`config.mk`:
```
export PLATFORM = sky130hd
export DESIGN_NAME = registered_bus_transceiver
export DESIGN_NICKNAME = d
export VERILOG_FILES = /design/src/rtl/bus_xcvr_pkg.sv /design/src/rtl/registered_bus_transceiver.sv /design/src/rtl/capture_edge.sv
export VERILOG_INCLUDE_DIRS = /design/src /design/src/rtl
export SDC_FILE = /design/constraint.sdc
export NUM_CORES = 1
export LEC_CHECK = 0
export ABC_AREA = 0
export BUFFER_PORTS_ARGS = -buffer_cell sky130_fd_sc_hd__buf_2
export CAP_MARGIN = 15
export CORE_MARGIN = 10
export CORE_UTILIZATION = 30
export CTS_CLUSTER_DIAMETER = 40
export DETAILED_ROUTE_END_ITERATION = 10
export GPL_ROUTABILITY_DRIVEN = 1
export GPL_TIMING_DRIVEN = 1
export PLACE_DENSITY = 0.62
export SLEW_MARGIN = 20
export SYNTH_ARGS = -nofsm -noshare
export SYNTH_HDL_FRONTEND = slang
export SYNTH_SLANG_ARGS = --single-unit
```
`constraint.sdc`:
```
create_clock -name clk -period 1.8 [get_ports clk]
set_input_delay 0.27 -clock clk [delete_from_list [all_inputs] [get_ports clk]]
set_output_delay 0.27 -clock clk [all_outputs]
set_load 0.05 [all_outputs]
```
`src/rtl/bus_xcvr_map.svh`:
```
`ifndef BUS_XCVR_MAP_SVH
`define BUS_XCVR_MAP_SVH

`define XCVR_DATA_WIDTH      8
`define XCVR_STORE_RESET     8'h00
`define XCVR_SRC_LIVE        1'b0
`define XCVR_SRC_STORED      1'b1
`define XCVR_DIR_TO_A        1'b0
`define XCVR_DIR_TO_B        1'b1

`endif

```
`src/rtl/bus_xcvr_pkg.sv`:
```
package bus_xcvr_pkg;
    typedef logic [7:0] byte_t;
    typedef enum logic [1:0] {
        DRIVE_NONE = 2'b00,
        DRIVE_A    = 2'b01,
        DRIVE_B    = 2'b11
    } drive_e;
endpackage

```
`src/rtl/registered_bus_transceiver.sv`:
```
// Functional notes
// - Two eight-bit ports A and B, each with its own storage register.
// - Capture clock rising edge loads A into A register, B into B register.
// - Capture happens on every rising edge regardless of drive enable or direction.
// - With outputs disabled, the input path still feeds the registers.
// - Drive disabled and no capture edge: no port driven, registers hold.
// - At most one port is driven; the other acts as input.
// - With drive enabled, direction low drives A, direction high drives B.
// - Drive A, A-source select low: A follows live B value.
// - Drive A, A-source select high: A carries the B register.
// - Drive B, B-source select low: B follows live A value.
// - Drive B, B-source select high: B carries the A register.
// - The undriven port value may be captured into its own register while the other port is driven.
// - Capture never changes which port is driven; only enable and direction do.
`timescale 1ns/1ps
`default_nettype none
`include "bus_xcvr_map.svh"
module registered_bus_transceiver
    import bus_xcvr_pkg::*;
(
    input  wire logic       clk,
    input  wire logic       reset,
    input  wire logic       ce,
    input  wire logic       drive_enable_n,
    input  wire logic       direction,
    input  wire logic       a_side_capture_clock,
    input  wire logic       b_side_capture_clock,
    input  wire logic       a_output_source_select,
    input  wire logic       b_output_source_select,
    input  wire logic [7:0] port_a_lines_in,
    output logic      [7:0] port_a_lines_out,
    output logic            port_a_lines_oe,
    input  wire logic [7:0] port_b_lines_in,
    output logic      [7:0] port_b_lines_out,
    output logic            port_b_lines_oe,
    output logic      [7:0] a_store,
    output logic      [7:0] b_store
);
    // Inputs are synchronous, so live data passes with one register stage
    // to keep every output straight from a flip-flop.
    logic   a_capture;
    logic   b_capture;
    drive_e next_drive;
    byte_t  next_a_out;
    byte_t  next_b_out;

    capture_edge a_edge (
        .clk   (clk),
        .reset (reset),
        .ce    (ce),
        .level (a_side_capture_clock),
        .rise  (a_capture)
    );

    capture_edge b_edge (
        .clk   (clk),
        .reset (reset),
        .ce    (ce),
        .level (b_side_capture_clock),
        .rise  (b_capture)
    );

    function automatic drive_e decode_drive(input logic oe_n, input logic dir);
        if (oe_n) begin
            decode_drive = DRIVE_NONE;
        end else if (dir == `XCVR_DIR_TO_B) begin
            decode_drive = DRIVE_B;
        end else begin
            decode_drive = DRIVE_A;
        end
    endfunction

    // Storage reset value is only for simulation cleanliness; software must
    // treat contents as undefined before the first capture.
    always_ff @(posedge clk or posedge reset) begin
        if (reset) begin
            a_store <= `XCVR_STORE_RESET;
        end else if (ce && a_capture) begin
            a_store <= port_a_lines_in;
        end
    end

    always_ff @(posedge clk or posedge reset) begin
        if (reset) begin
            b_store <= `XCVR_STORE_RESET;
        end else if (ce && b_capture) begin
            b_store <= port_b_lines_in;
        end
    end

    always_comb begin
        next_drive = decode_drive(drive_enable_n, direction);
        if (a_output_source_select == `XCVR_SRC_STORED) begin
            next_a_out = b_capture ? port_b_lines_in : b_store;
        end else begin
            next_a_out = port_b_lines_in;
        end
        if (b_output_source_select == `XCVR_SRC_STORED) begin
            next_b_out = a_capture ? port_a_lines_in : a_store;
        end else begin
            next_b_out = port_a_lines_in;
        end
    end

    always_ff @(posedge clk or posedge reset) begin
        if (reset) begin
            port_a_lines_oe <= 1'b0;
            port_b_lines_oe <= 1'b0;
        end else if (ce) begin
            case (next_drive)
                DRIVE_A: begin
                    port_a_lines_oe <= 1'b1;
                    port_b_lines_oe <= 1'b0;
                end
                DRIVE_B: begin
                    port_a_lines_oe <= 1'b0;
                    port_b_lines_oe <= 1'b1;
                end
                default: begin
                    port_a_lines_oe <= 1'b0;
                    port_b_lines_oe <= 1'b0;
                end
            endcase
        end
    end

    always_ff @(posedge clk or posedge reset) begin
        if (reset) begin
            port_a_lines_out <= 8'h00;
            port_b_lines_out <= 8'h00;
        end else if (ce) begin
            port_a_lines_out <= next_a_out;
            port_b_lines_out <= next_b_out;
        end
    end
endmodule
`default_nettype wire

```
`src/rtl/capture_edge.sv`:
```
`timescale 1ns/1ps
`default_nettype none
// Rising-edge detector for a capture clock sampled as a synchronous input
module capture_edge (
    input  wire logic clk,
    input  wire logic reset,
    input  wire logic ce,
    input  wire logic level,
    output logic      rise
);
    logic last;

    always_ff @(posedge clk or posedge reset) begin
        if (reset) begin
            last <= 1'b0;
        end else if (ce) begin
            last <= level;
        end
    end

    assign rise = ce & level & ~last;
endmodule
`default_nettype wire

```
# Word-level counts from Yosys, hierarchy flattened
# Cells that the tools add are included.
# Widths: inputs -> output; s select.
[word_totals]
regBits = 36
output_inout_bits = 34
word_cells = 26
[op_classes]
eq_ne = 2
muxes = 8
bitwise_logic = 6
reduce_logical = 2
[op_table]
columns = ["cell", "count"]
rows = [
  ["$mux 8", 4],
  ["$and 1x1->1", 4],
  ["$mux 2", 2],
  ["$eq 2x1->1 const B", 1],
  ["$eq 2x2->1 const B", 1],
  ["$logic_and 1x1->1", 2],
  ["$mux 1", 2],
  ["$not 1->1", 2],
]

# Logic depth before layout (Yosys ltp)
# Gate-level depths: netlist (run 1).
[logic_depth]
word_depth = 4
mapped_depth = 5
mapped_depth_nobuf = 3

# Cells and area by module
# Synthesis (run 1) repeated with hierarchy kept, for this count alone.
[hier_totals]
hier_cells = 142
area_unflattened_um2 = 1737.9
[by_module_without_submodules]
columns = ["module", "instances", "cells_per_inst", "area_each_um2", "seq_area_each_um2"]
rows = [
  ["registered_bus_transceiver", 1, 134, 1630.3, 850.8],
  ["capture_edge", 2, 4, 53.8, 25.0],
]

# Worst setup path before layout (run 1)
# No wires, ideal clock.
[synth_path]
path_type = "register to register"
from = "reg b_edge.last"
to = "reg port_a_lines_out[0]"
setup_time_ns = 0.141
arrival_time_ns = 0.962
setup_slack_ns = 0.697
stages_incl_launch_ff = 5
n_path_buf = 1
period_less_slack_ns = 1.103
cell_sequence = "dfrtp_1 nand3b_1 buf_2 nand3_1 a31oi_1"
[synth_via]
elab_chain_cells = 4
[synth_rtl]
columns = ["item", "line", "rtl"]
rows = [
  ["start, declared", "capture_edge.sv:11", "logic last;"],
  ["start signal, assigned", "capture_edge.sv:17", "last <= level;"],
  ["$not 1->1", "capture_edge.sv:21", "assign rise = ce & level & ~last;"],
  ["$and 1x1->1", "capture_edge.sv:21", ""],
  ["$mux 8", "registered_bus_transceiver.sv:94", "next_a_out = b_capture ? port_b_lines_in : b_store;"],
  ["$mux 8", "registered_bus_transceiver.sv:93", "if (a_output_source_select == `XCVR_SRC_STORED) begin"],
  ["end signal, assigned", "registered_bus_transceiver.sv:132", "port_a_lines_out <= next_a_out;"],
  ["end, declared", "registered_bus_transceiver.sv:31", "output logic [7:0] port_a_lines_out,"],
]
# Every way passes these cells.
# A chain may end at the register's enable or synchronous reset.

# Worst setup path after layout (run 1)
[layout_path]
from = "reg b_edge.last"
to = "reg port_a_lines_out[1]"
# The elaborated chain is that of the path after synthesis.

==> results of run 1 <==
metrics by stage:
stage / instance area (µm²) / util / hold slack (ns) / instances
final: 1990 / 0.392 / 0.0885 / 301
after global routing: 1990 / 0.392 / 0.122 / 301
after floorplan: 1560 / - / 0.370 / 174
after global placement: 1900 / 0.374 / 0.407 / 293
after CTS: 1990 / 0.392 / 0.102 / 301
after detailed placement: 1900 / 0.374 / 0.408 / 293
synthesized netlist by cell type, drive strengths merged:
cell,n
nand2,49
inv,4
and3b,2
buf,10
mux2,3
dfrtp,36
nand3,16
o22ai,1
nand3b,2
o21ai,16
clkbuf,2
a31oi,16
nor2,17
routing by layer:
layer | vias up | track usage | share of wire
li1 | 699 | - | -
met1 | 637 | 0.120 | 0.44
met2 | 32 | 0.157 | 0.49
met3 | 5 | 0.0342 | 0.050
met4 | 0 | 0.0386 | 0.012
met5 | - | 0 | 0
worst max-delay path, delay by kind of cell, from the launching register on:
| family | cells | cell delay, ns |
|---|---|---|
| AOI/OAI and AO/OA | 1 | 0.10 |
| DFF | 1 | 0.38 |
| and+or+nand+nor | 2 | 0.77 |
layout make-up:
cell class              instances  area [µm²]  share of cell area
inverters                       4        15.0             0.00756
repair buffers                 61         313               0.157
multi-input cells             122         581               0.292
clock buffers                   8        90.1              0.0453
well taps                      70        87.6              0.0441
flip-flops and latches         36         901               0.453
state kept, by name, indices dropped and copies added, names as in the netlist:
signal            cells
port_a_lines_out      8
port_b_lines_oe       1
b_edge.last           1
b_store               8
port_a_lines_oe       1
port_b_lines_out      8
a_edge.last           1
a_store               8
kinds of logic (layout without fill, tap and decap cells):
family,after synthesis,after routing
DFF,36,36
buffers and inverters,16,73
muxes,3,3
AOI/OAI and AO/OA,33,33
and+or+nand+nor,86,86
path summary, 6_finish.rpt:
check | from | end | slack (ns) | cells past startpoint
hold / removal | reset | port_b_lines_out[5] | 0.09 | 3
setup / recovery | b_edge.last | port_a_lines_out[1] | 0.42 | 3
hold reg to reg | a_store[5] | a_store[5] | 0.50 | 2
setup reg to reg | b_edge.last | port_a_lines_out[1] | 0.42 | 3
min in group clk | port_b_lines_in[4] | b_store[4] | 0.19 | 3
max in group asynchronous | reset | a_store[7] | 1.39 | 3
power by group through the flow:
stage	combinational (mW)	sequential (mW)	clock, mW
after floorplan	0.183	1.44	0
after global placement	0.812	1.02	0
after detailed placement	0.818	1.03	0
after CTS	0.818	1.01	0.608
after global routing	0.862	1.03	0.651
final	0.804	1.01	0.587
==> flow_metrics.env, run 1 <==
export IMPL_drc=0
export IMPL_path_clk_slew_ns=0.07
export IMPL_setup_viol=0
export IMPL_p_int_mw=1.43
export IMPL_post_place_ws_ns=0.415
export IMPL_fin_setup_tns_ns=0
export IMPL_path_class="reg -> reg"
export IMPL_relSlewSlack=0.575
export IMPL_tritoncts="yes"
export IMPL_required_ns=1.96
export IMPL_fin_skew_ns=0.00283
export IMPL_grt_pass1_wl_um=6790
export IMPL_synth_area_leader_cell="dfrtp_1"
export IMPL_combPwrFrac=0.334
export IMPL_synth_distinct_cells=16
export IMPL_power_frac_clock=0.244
export IMPL_cts_resized=0
export IMPL_hold_class="in -> async"
export IMPL_num_vias=1373
export IMPL_maxCapViolations=0
export IMPL_fp_coreArea_um2=5070
export IMPL_p_leak_nw=1.01
export IMPL_antenna_found_initial=0
export IMPL_hold_viol=0
export IMPL_grtUsageTotal=0.0990
export IMPL_drtPass1Iterations=4
export IMPL_powerDensity_nw_per_um2=1210
export IMPL_synth_xor_area_frac=0
export IMPL_ys_ff_latch=36
export IMPL_cts_setup_buffers=0
export IMPL_synthCells=174
export IMPL_clock_sinks=36
export IMPL_synth_top_cell_area_share=0.578
export IMPL_gp_congestion=0.686
export IMPL_num_nets_final=255
export IMPL_cts_path_max_buffers=2
export IMPL_area_growth_pct=27.6
export IMPL_grt_overflow=0
export IMPL_drive_gt1_frac=0.303
export IMPL_drt_iter0_drc=114
export IMPL_arrival_ns=1.54
export IMPL_final_common_cell="buf_2"
export IMPL_cts_root_buf="clkbuf_8"
export IMPL_die_h_um=92.1
export IMPL_synth_adder_area_share=0
export IMPL_grt_pass1_vias=1308
export IMPL_tightest_slew_ns=0.635
export IMPL_cts_made_buffers=5
export IMPL_period_share=0.767
export IMPL_ant_nets=0
export IMPL_rsz0062_at_grt="no"
export IMPL_swShare=0.407
export IMPL_synth_area_um2=1560
export IMPL_max_stage_delay_ns=0.52
export IMPL_cts_hold_buf=0
export IMPL_diodes=0
export IMPL_wl_um=4220
export IMPL_syn_nets=199
export IMPL_synth_area_mux_share=0.0217
export IMPL_seqPwrFrac=0.422
export IMPL_synthSimpleGateAreaFrac=0.231
export IMPL_final_cell_mix="buf_2, nand2_1, dfrtp_1, nor2_1"
export IMPL_crit_chain="nand3b_1, nand3_1, a31oi_1"
export IMPL_wl_per_cell_um=14.0
export IMPL_critPathMaxFanout=16
export IMPL_vias_per_cell=4.56
export IMPL_cp_start_kind="flip-flop"
export IMPL_worst_slack_ns=0.419
export IMPL_cp_end_kind="flip-flop"
export IMPL_fmax_mhz=724
export IMPL_grt_max_degree=37
export IMPL_finalPower_mw=2.40
export IMPL_clock_latency_ns=0.28
export IMPL_synth_compound_area_frac=0.120
export IMPL_dp_hpwl_um=3070
export IMPL_dieWidth_um=92.1
export IMPL_p_sw_mw=0.978
export IMPL_synth_top_family_by_area="simple AND/OR/NAND/NOR gates"
export IMPL_min_period_ns=1.38
export IMPL_start_util=0.307
export IMPL_cpMaxStageDelayCell="nand3b_1"
export IMPL_die_area_um2=8480
export IMPL_htreeDepth=2
export IMPL_yosys_warnings=0
export IMPL_netlist_top_cells_area="dfrtp_1, nand2_1, a31oi_1"
export IMPL_synth_area_per_cell_um2=8.95
export IMPL_port_buffers=58
export IMPL_run_status="finished, final reports clean"
export IMPL_yosysSeqAreaShare=0.578
export IMPL_num_rows=26
export IMPL_maxSlewViolCount=0
export IMPL_nFillCells=566
export IMPL_io_pins=59
export IMPL_ir_drop_uv=292
(Power assumes the default switching activity.)
==> run 2: changes to the inputs <==
PLACE_DENSITY = 0.64   (was 0.62)
clock period = 1.11 ns   (was 1.8 ns; I/O delays follow)
==> run 2 against run 1 <==
Compared with the run above: the run now ends with negative setup slack left; hold slack worse by 0.0034 ns; power grew 65%; critical path depth increased by 1; fmax increased by 23%; count of clock-buffer cells in the layout shrank 2.
==> flow_metrics.env, run 2 (synthesis results as in run 1) <==
export IMPL_cts_path_max_buffers=2
export IMPL_port_buffers=58
export IMPL_critPathMaxFanout=15
export IMPL_clock_sinks=36
export IMPL_ir_drop_uv=669
export IMPL_cp_end_kind="flip-flop"
export IMPL_tritoncts="yes"
export IMPL_dp_cells=299
export IMPL_worst_slack_ns=-0.0133
export IMPL_die_h_um=92.1
export IMPL_maxSlewViolCount=0
export IMPL_fp_coreArea_um2=5070
export IMPL_arrival_ns=1.32
export IMPL_highest_signal_layer="met4"
export IMPL_min_period_ns=1.12
export IMPL_num_nets_final=265
export IMPL_cp_start_kind="flip-flop"
export IMPL_antenna_found_initial=0
export IMPL_grt_overflow=0
export IMPL_wl_um=4350
export IMPL_num_rows=26
export IMPL_hold_class="in -> reg"
export IMPL_vias_per_cell=4.63
export IMPL_wl_per_cell_um=14.0
export IMPL_path_clk_slew_ns=0.07
export IMPL_rsz0062_at_grt="yes"
export IMPL_drive_gt1_frac=0.388
export IMPL_final_cell_mix="nand2_1, buf_2, dfrtp_1, nor2_1, clkbuf_4"
export IMPL_cts_made_buffers=5
export IMPL_grt_pass1_vias=1435
export IMPL_final_util=0.435
export IMPL_diodes=0
export IMPL_run_status="complete, but fails checks"
export IMPL_gp_congestion=0.776
export IMPL_whs_path_depth=2
export IMPL_num_vias=1434
export IMPL_fin_cells=310
export IMPL_hold_viol=0
export IMPL_finalPower_mw=3.96
export IMPL_multi_input_area_um2=632
export IMPL_dieWidth_um=92.1
export IMPL_cpMaxStageDelayCell="dfrtp_1"
export IMPL_maxCapViolations=0
export IMPL_cts_root_buf="clkbuf_8"
export IMPL_drt_iter0_drc=82
export IMPL_grtUsageTotal=0.0994
export IMPL_powerDensity_nw_per_um2=1790
export IMPL_htreeDepth=2
export IMPL_die_area_um2=8480
export IMPL_reg2reg_depth=4
export IMPL_wl_met2_um=2320
export IMPL_critical_path_buf_inv_count=1
export IMPL_fmax_mhz=890
export IMPL_path_class="reg -> reg"
export IMPL_relSlewSlack=0.678
export IMPL_clock_latency_ns=0.28
export IMPL_period_share=1.01
export IMPL_required_ns=1.31
export IMPL_max_stage_delay_ns=0.38
export IMPL_nFillCells=522
export IMPL_critical_path_top_delay_family="flip-flops"
export IMPL_final_common_cell="nand2_1"
export IMPL_grt_max_degree=37
export IMPL_drtPass1Iterations=4
export IMPL_violations="negative setup slack"
export IMPL_io_pins=59
export IMPL_met1_length_um=1760
export IMPL_fin_skew_ns=0.00536
export IMPL_crit_chain="and3b_2, buf_12, o21ai_0, a31oi_1"
export IMPL_drc=0
export IMPL_start_util=0.307
export IMPL_setup_viol=2
export IMPL_tightest_slew_ns=0.483
export IMPL_area_growth_pct=41.8
export IMPL_wl_met3_um=230
export IMPL_grt_pass1_wl_um=6870
export IMPL_ant_nets=0
export IMPL_dp_hpwl_um=3130
export IMPL_cp_depth=4
export IMPL_p_leak_nw=1.09
export IMPL_ff_latch_area_um2=901
[run 2: power breakdown]
| part | internal [mW] | total, mW | switching (mW) |
|---|---|---|---|
| sequential | 1.51 | 1.64 | 0.129 |
| clock | 0.426 | 0.858 | 0.432 |
| combinational | 0.413 | 1.46 | 1.04 |
[run 2: area by class of cell]
cell class / instances / share of cell area
repair buffers: 71 / 0.224
flip-flops and latches: 36 / 0.408
inverters: 4 / 0.00680
clock inverters: 1 / 0.00227
multi-input cells: 122 / 0.286
well taps: 70 / 0.0397
clock buffers: 6 / 0.0329
[run 2: per-stage QoR]
stage               hold slack [ns]  setup TNS [ns]  area, µm²  setup WS [ns]
finish                       0.0852         -0.0216       2210        -0.0133
global route                 0.0902          -0.864       2210        -0.0723
detailed placement            0.228         -0.0535       1980        -0.0266
floorplan                     0.266               0       1560        0.00722
CTS                          0.0784         -0.0468       2080        -0.0154
global placement              0.225               0       1980         0.0367
[run 2: path summary, 6_finish.rpt]
path                                      start                   to  slack, ns
worst max-delay path                b_edge.last  port_a_lines_out[2]      -0.01
worst min-delay path             drive_enable_n      port_b_lines_oe       0.09
worst max register to register      b_edge.last  port_a_lines_out[2]      -0.01
worst min register to register  port_a_lines_oe      port_a_lines_oe       0.50
max in group asynchronous                 reset          a_edge.last       0.46
min in group asynchronous                 reset  port_b_lines_out[7]       0.47
[run 2: per-layer routing]
metal	track usage	vias up
met5	0	-
met4	0.0386	0
met3	0.0359	2
met2	0.174	34
met1	0.107	679
li1	-	719
[run 2: timing repair]
item                                    4_1_cts  5_1_grt
hold buffers                                  1        0
pin swaps                                     3       10
endpoints found under the setup margin        7       38
buffers inserted                              1        1
hold endpoints to repair                     36        0
gates cloned                                  0        1
gates resized for setup                       4       44
==> run 3: changes to the inputs <==
RECOVER_POWER = 25   (was default)
SETUP_SLACK_MARGIN = 0.02   (was default)
SKIP_LAST_GASP = 1   (was default)
==> run 3 against run 2 <==
Compared with the run above: flip-flop and latch count did not move; die area stayed put; combinational power hardly changed; clock power increased by 11%; global-route usage grew 0.20 points; largest cell class unchanged; sequential power barely moved; clock skew about the same; non-clock buffer count increased by 2; fmax is 1.4% lower; utilization rose by 0.37 points; the flow still finishes with violations (negative setup slack); wire length is 0.67% higher; register-to-register slack worse by 0.02 ns.
==> flow_metrics.env, run 3 (synthesis results as in run 1) <==
export IMPL_run_status="complete, but fails checks"
export IMPL_violations="negative setup slack"
export IMPL_final_util=0.439
export IMPL_finalPower_mw=4.08
export IMPL_grtUsageTotal=0.101
export IMPL_maxCapViolations=0
export IMPL_reg2reg_from="b_edge.last"
export IMPL_wl_per_cell_um=14.0
export IMPL_dp_hpwl_um=3120
export IMPL_hp_start="port_a_lines_in[1]"
export IMPL_grt_pass1_vias=1435
export IMPL_crit_chain="and3b_2, clkbuf_16, o21ai_1, a31oi_1"
export IMPL_powerDensity_nw_per_um2=1830
export IMPL_drc=0
export IMPL_drive_gt1_frac=0.362
export IMPL_cts_made_buffers=5
export IMPL_cp_start_kind="flip-flop"
export IMPL_clock_sinks=36
export IMPL_worst_slack_ns=-0.0294
export IMPL_tightest_slew_ns=0.503
export IMPL_area_growth_pct=43.0
export IMPL_path_class="reg -> reg"
export IMPL_grt_overflow=0
export IMPL_maxSlewViolCount=0
export IMPL_min_period_ns=1.14
export IMPL_required_ns=1.31
export IMPL_fp_coreArea_um2=5070
export IMPL_reg2reg_depth=4
export IMPL_p_leak_nw=1.11
export IMPL_cts_root_buf="clkbuf_8"
export IMPL_period_share=1.03
export IMPL_hold_viol=0
export IMPL_dieWidth_um=92.1
export IMPL_relSlewSlack=0.665
export IMPL_ff2ff_setup_slack_ns=-0.03
export IMPL_fin_skew_ns=0.00503
export IMPL_ir_drop_uv=523
export IMPL_cp_end_kind="flip-flop"
export IMPL_antenna_found_initial=0
export IMPL_rsz0062_at_grt="yes"
export IMPL_start_util=0.307
export IMPL_num_vias=1451
export IMPL_wl_um=4380
export IMPL_critical_path_top_delay_family="flip-flops"
export IMPL_grt_pass1_wl_um=6980
export IMPL_p_int_mw=2.47
export IMPL_io_pins=59
export IMPL_hold_ws_ns=0.0884
export IMPL_grt_max_degree=37
export IMPL_drt_iter0_drc=59
export IMPL_num_nets_final=267
export IMPL_fmax_mhz=878
export IMPL_seqPwrFrac=0.405
export IMPL_ant_nets=0
export IMPL_tritoncts="yes"
export IMPL_die_area_um2=8480
export IMPL_cts_path_max_buffers=2
export IMPL_whs_path_depth=3
export IMPL_vias_per_cell=4.64
export IMPL_die_h_um=92.1
export IMPL_hold_path_endpoint="a_store[1]"
export IMPL_port_buffers=58
export IMPL_clock_latency_ns=0.28
export IMPL_final_cell_mix="nand2_1, dfrtp_1, buf_2, buf_4, nor2_1"
export IMPL_diodes=0
export IMPL_swShare=0.396
export IMPL_critical_path_buf_inv_count=1
export IMPL_path_clk_slew_ns=0.07
export IMPL_combPwrFrac=0.363
export IMPL_htreeDepth=2
export IMPL_setup_viol=6
export IMPL_cpMaxStageDelayCell="dfrtp_1"
export IMPL_gp_congestion=0.723
export IMPL_nFillCells=512
export IMPL_p_sw_mw=1.62
export IMPL_final_common_cell="nand2_1"
export IMPL_power_frac_clock=0.232
export IMPL_arrival_ns=1.34
export IMPL_rr_endpoint="port_a_lines_out[5]"
export IMPL_hold_class="in -> reg"
export IMPL_max_stage_delay_ns=0.38
export IMPL_drtPass1Iterations=4
export IMPL_num_rows=26
export IMPL_critPathMaxFanout=7
==> run 3: changes by cell type in the layout (fill, tap and decap cells not counted), sizes merged <==
cell    before  now
buf         52   61
clkbuf      24   19
clkinv       1    0
==> run 3: how the worst max path moves through the flow <==
stage | startpoint | to | slack (ns) | cells after the start
5_1_grt | b_edge.last | port_a_lines_out[3] | -0.06 | 4
6_report | b_edge.last | port_a_lines_out[5] | -0.03 | 4
3_5_place_dp | b_edge.last | port_a_lines_out[3] | -0.003 | 4
2_1_floorplan | b_edge.last | port_a_lines_out[0] | 0.02 | 4
3_3_place_gp | a_edge.last | port_b_lines_out[2] | 0.04 | 4
4_1_cts | b_edge.last | port_a_lines_out[3] | -0.002 | 4
==> run 3: layout make-up <==
cell class | instances | area (µm²) | share of cell area
Timing Repair Buffer | 73 | 537 | 0.241
Tap cell | 70 | 87.6 | 0.0393
Multi-Input combinational cell | 122 | 597 | 0.268
Sequential cell | 36 | 901 | 0.404
Inverter | 4 | 15.0 | 0.00674
Clock buffer | 8 | 90.1 | 0.0404
==> run 3: metrics by stage <==
| stage | setup TNS, ns | std cells | area [µm²] | worst slack, ns |
|---|---|---|---|---|
| 6_report | -0.0765 | 313 | 2230 | -0.0294 |
| 5_1_grt | -0.986 | 313 | 2230 | -0.0633 |
| 4_1_cts | -0.00176 | 311 | 2150 | -0.00176 |
| 3_5_place_dp | -0.00295 | 299 | 1980 | -0.00295 |
| 3_3_place_gp | 0 | 299 | 1980 | 0.0410 |
| 2_1_floorplan | 0 | 174 | 1580 | 0.0197 |
==> run 3: power groups by stage <==
stage | Clock, mW | Combinational, mW | Sequential (mW)
floorplan | 0 | 0.305 | 2.34
finish | 0.949 | 1.48 | 1.65
global route | 1.02 | 1.58 | 1.68
detailed placement | 0 | 1.36 | 1.67
CTS | 0.984 | 1.45 | 1.65
global placement | 0 | 1.35 | 1.65
==> run 3: worst min-delay path, delay by kind of cell <==
| kind | cells | cell delay, ns |
|---|---|---|
| AND/OR/NAND/NOR | 2 | 0.08 |
| buffers and inverters | 1 | 0.09 |
==> run 3: routing by layer <==
layer	share of wire	wire, µm	track usage
met4	0.018	80	0.0488
met3	0.064	281	0.0367
met5	0	0	0
met1	0.42	1850	0.114
met2	0.49	2170	0.167
==> run 3: repair_timing <==
item	CTS	global route
gates cloned	0	1
gates resized for setup	21	27
endpoints found under the setup margin	32	34
endpoints found under the hold margin	36	0
pin swaps	1	10
hold buffers	1	0
buffers inserted	3	1
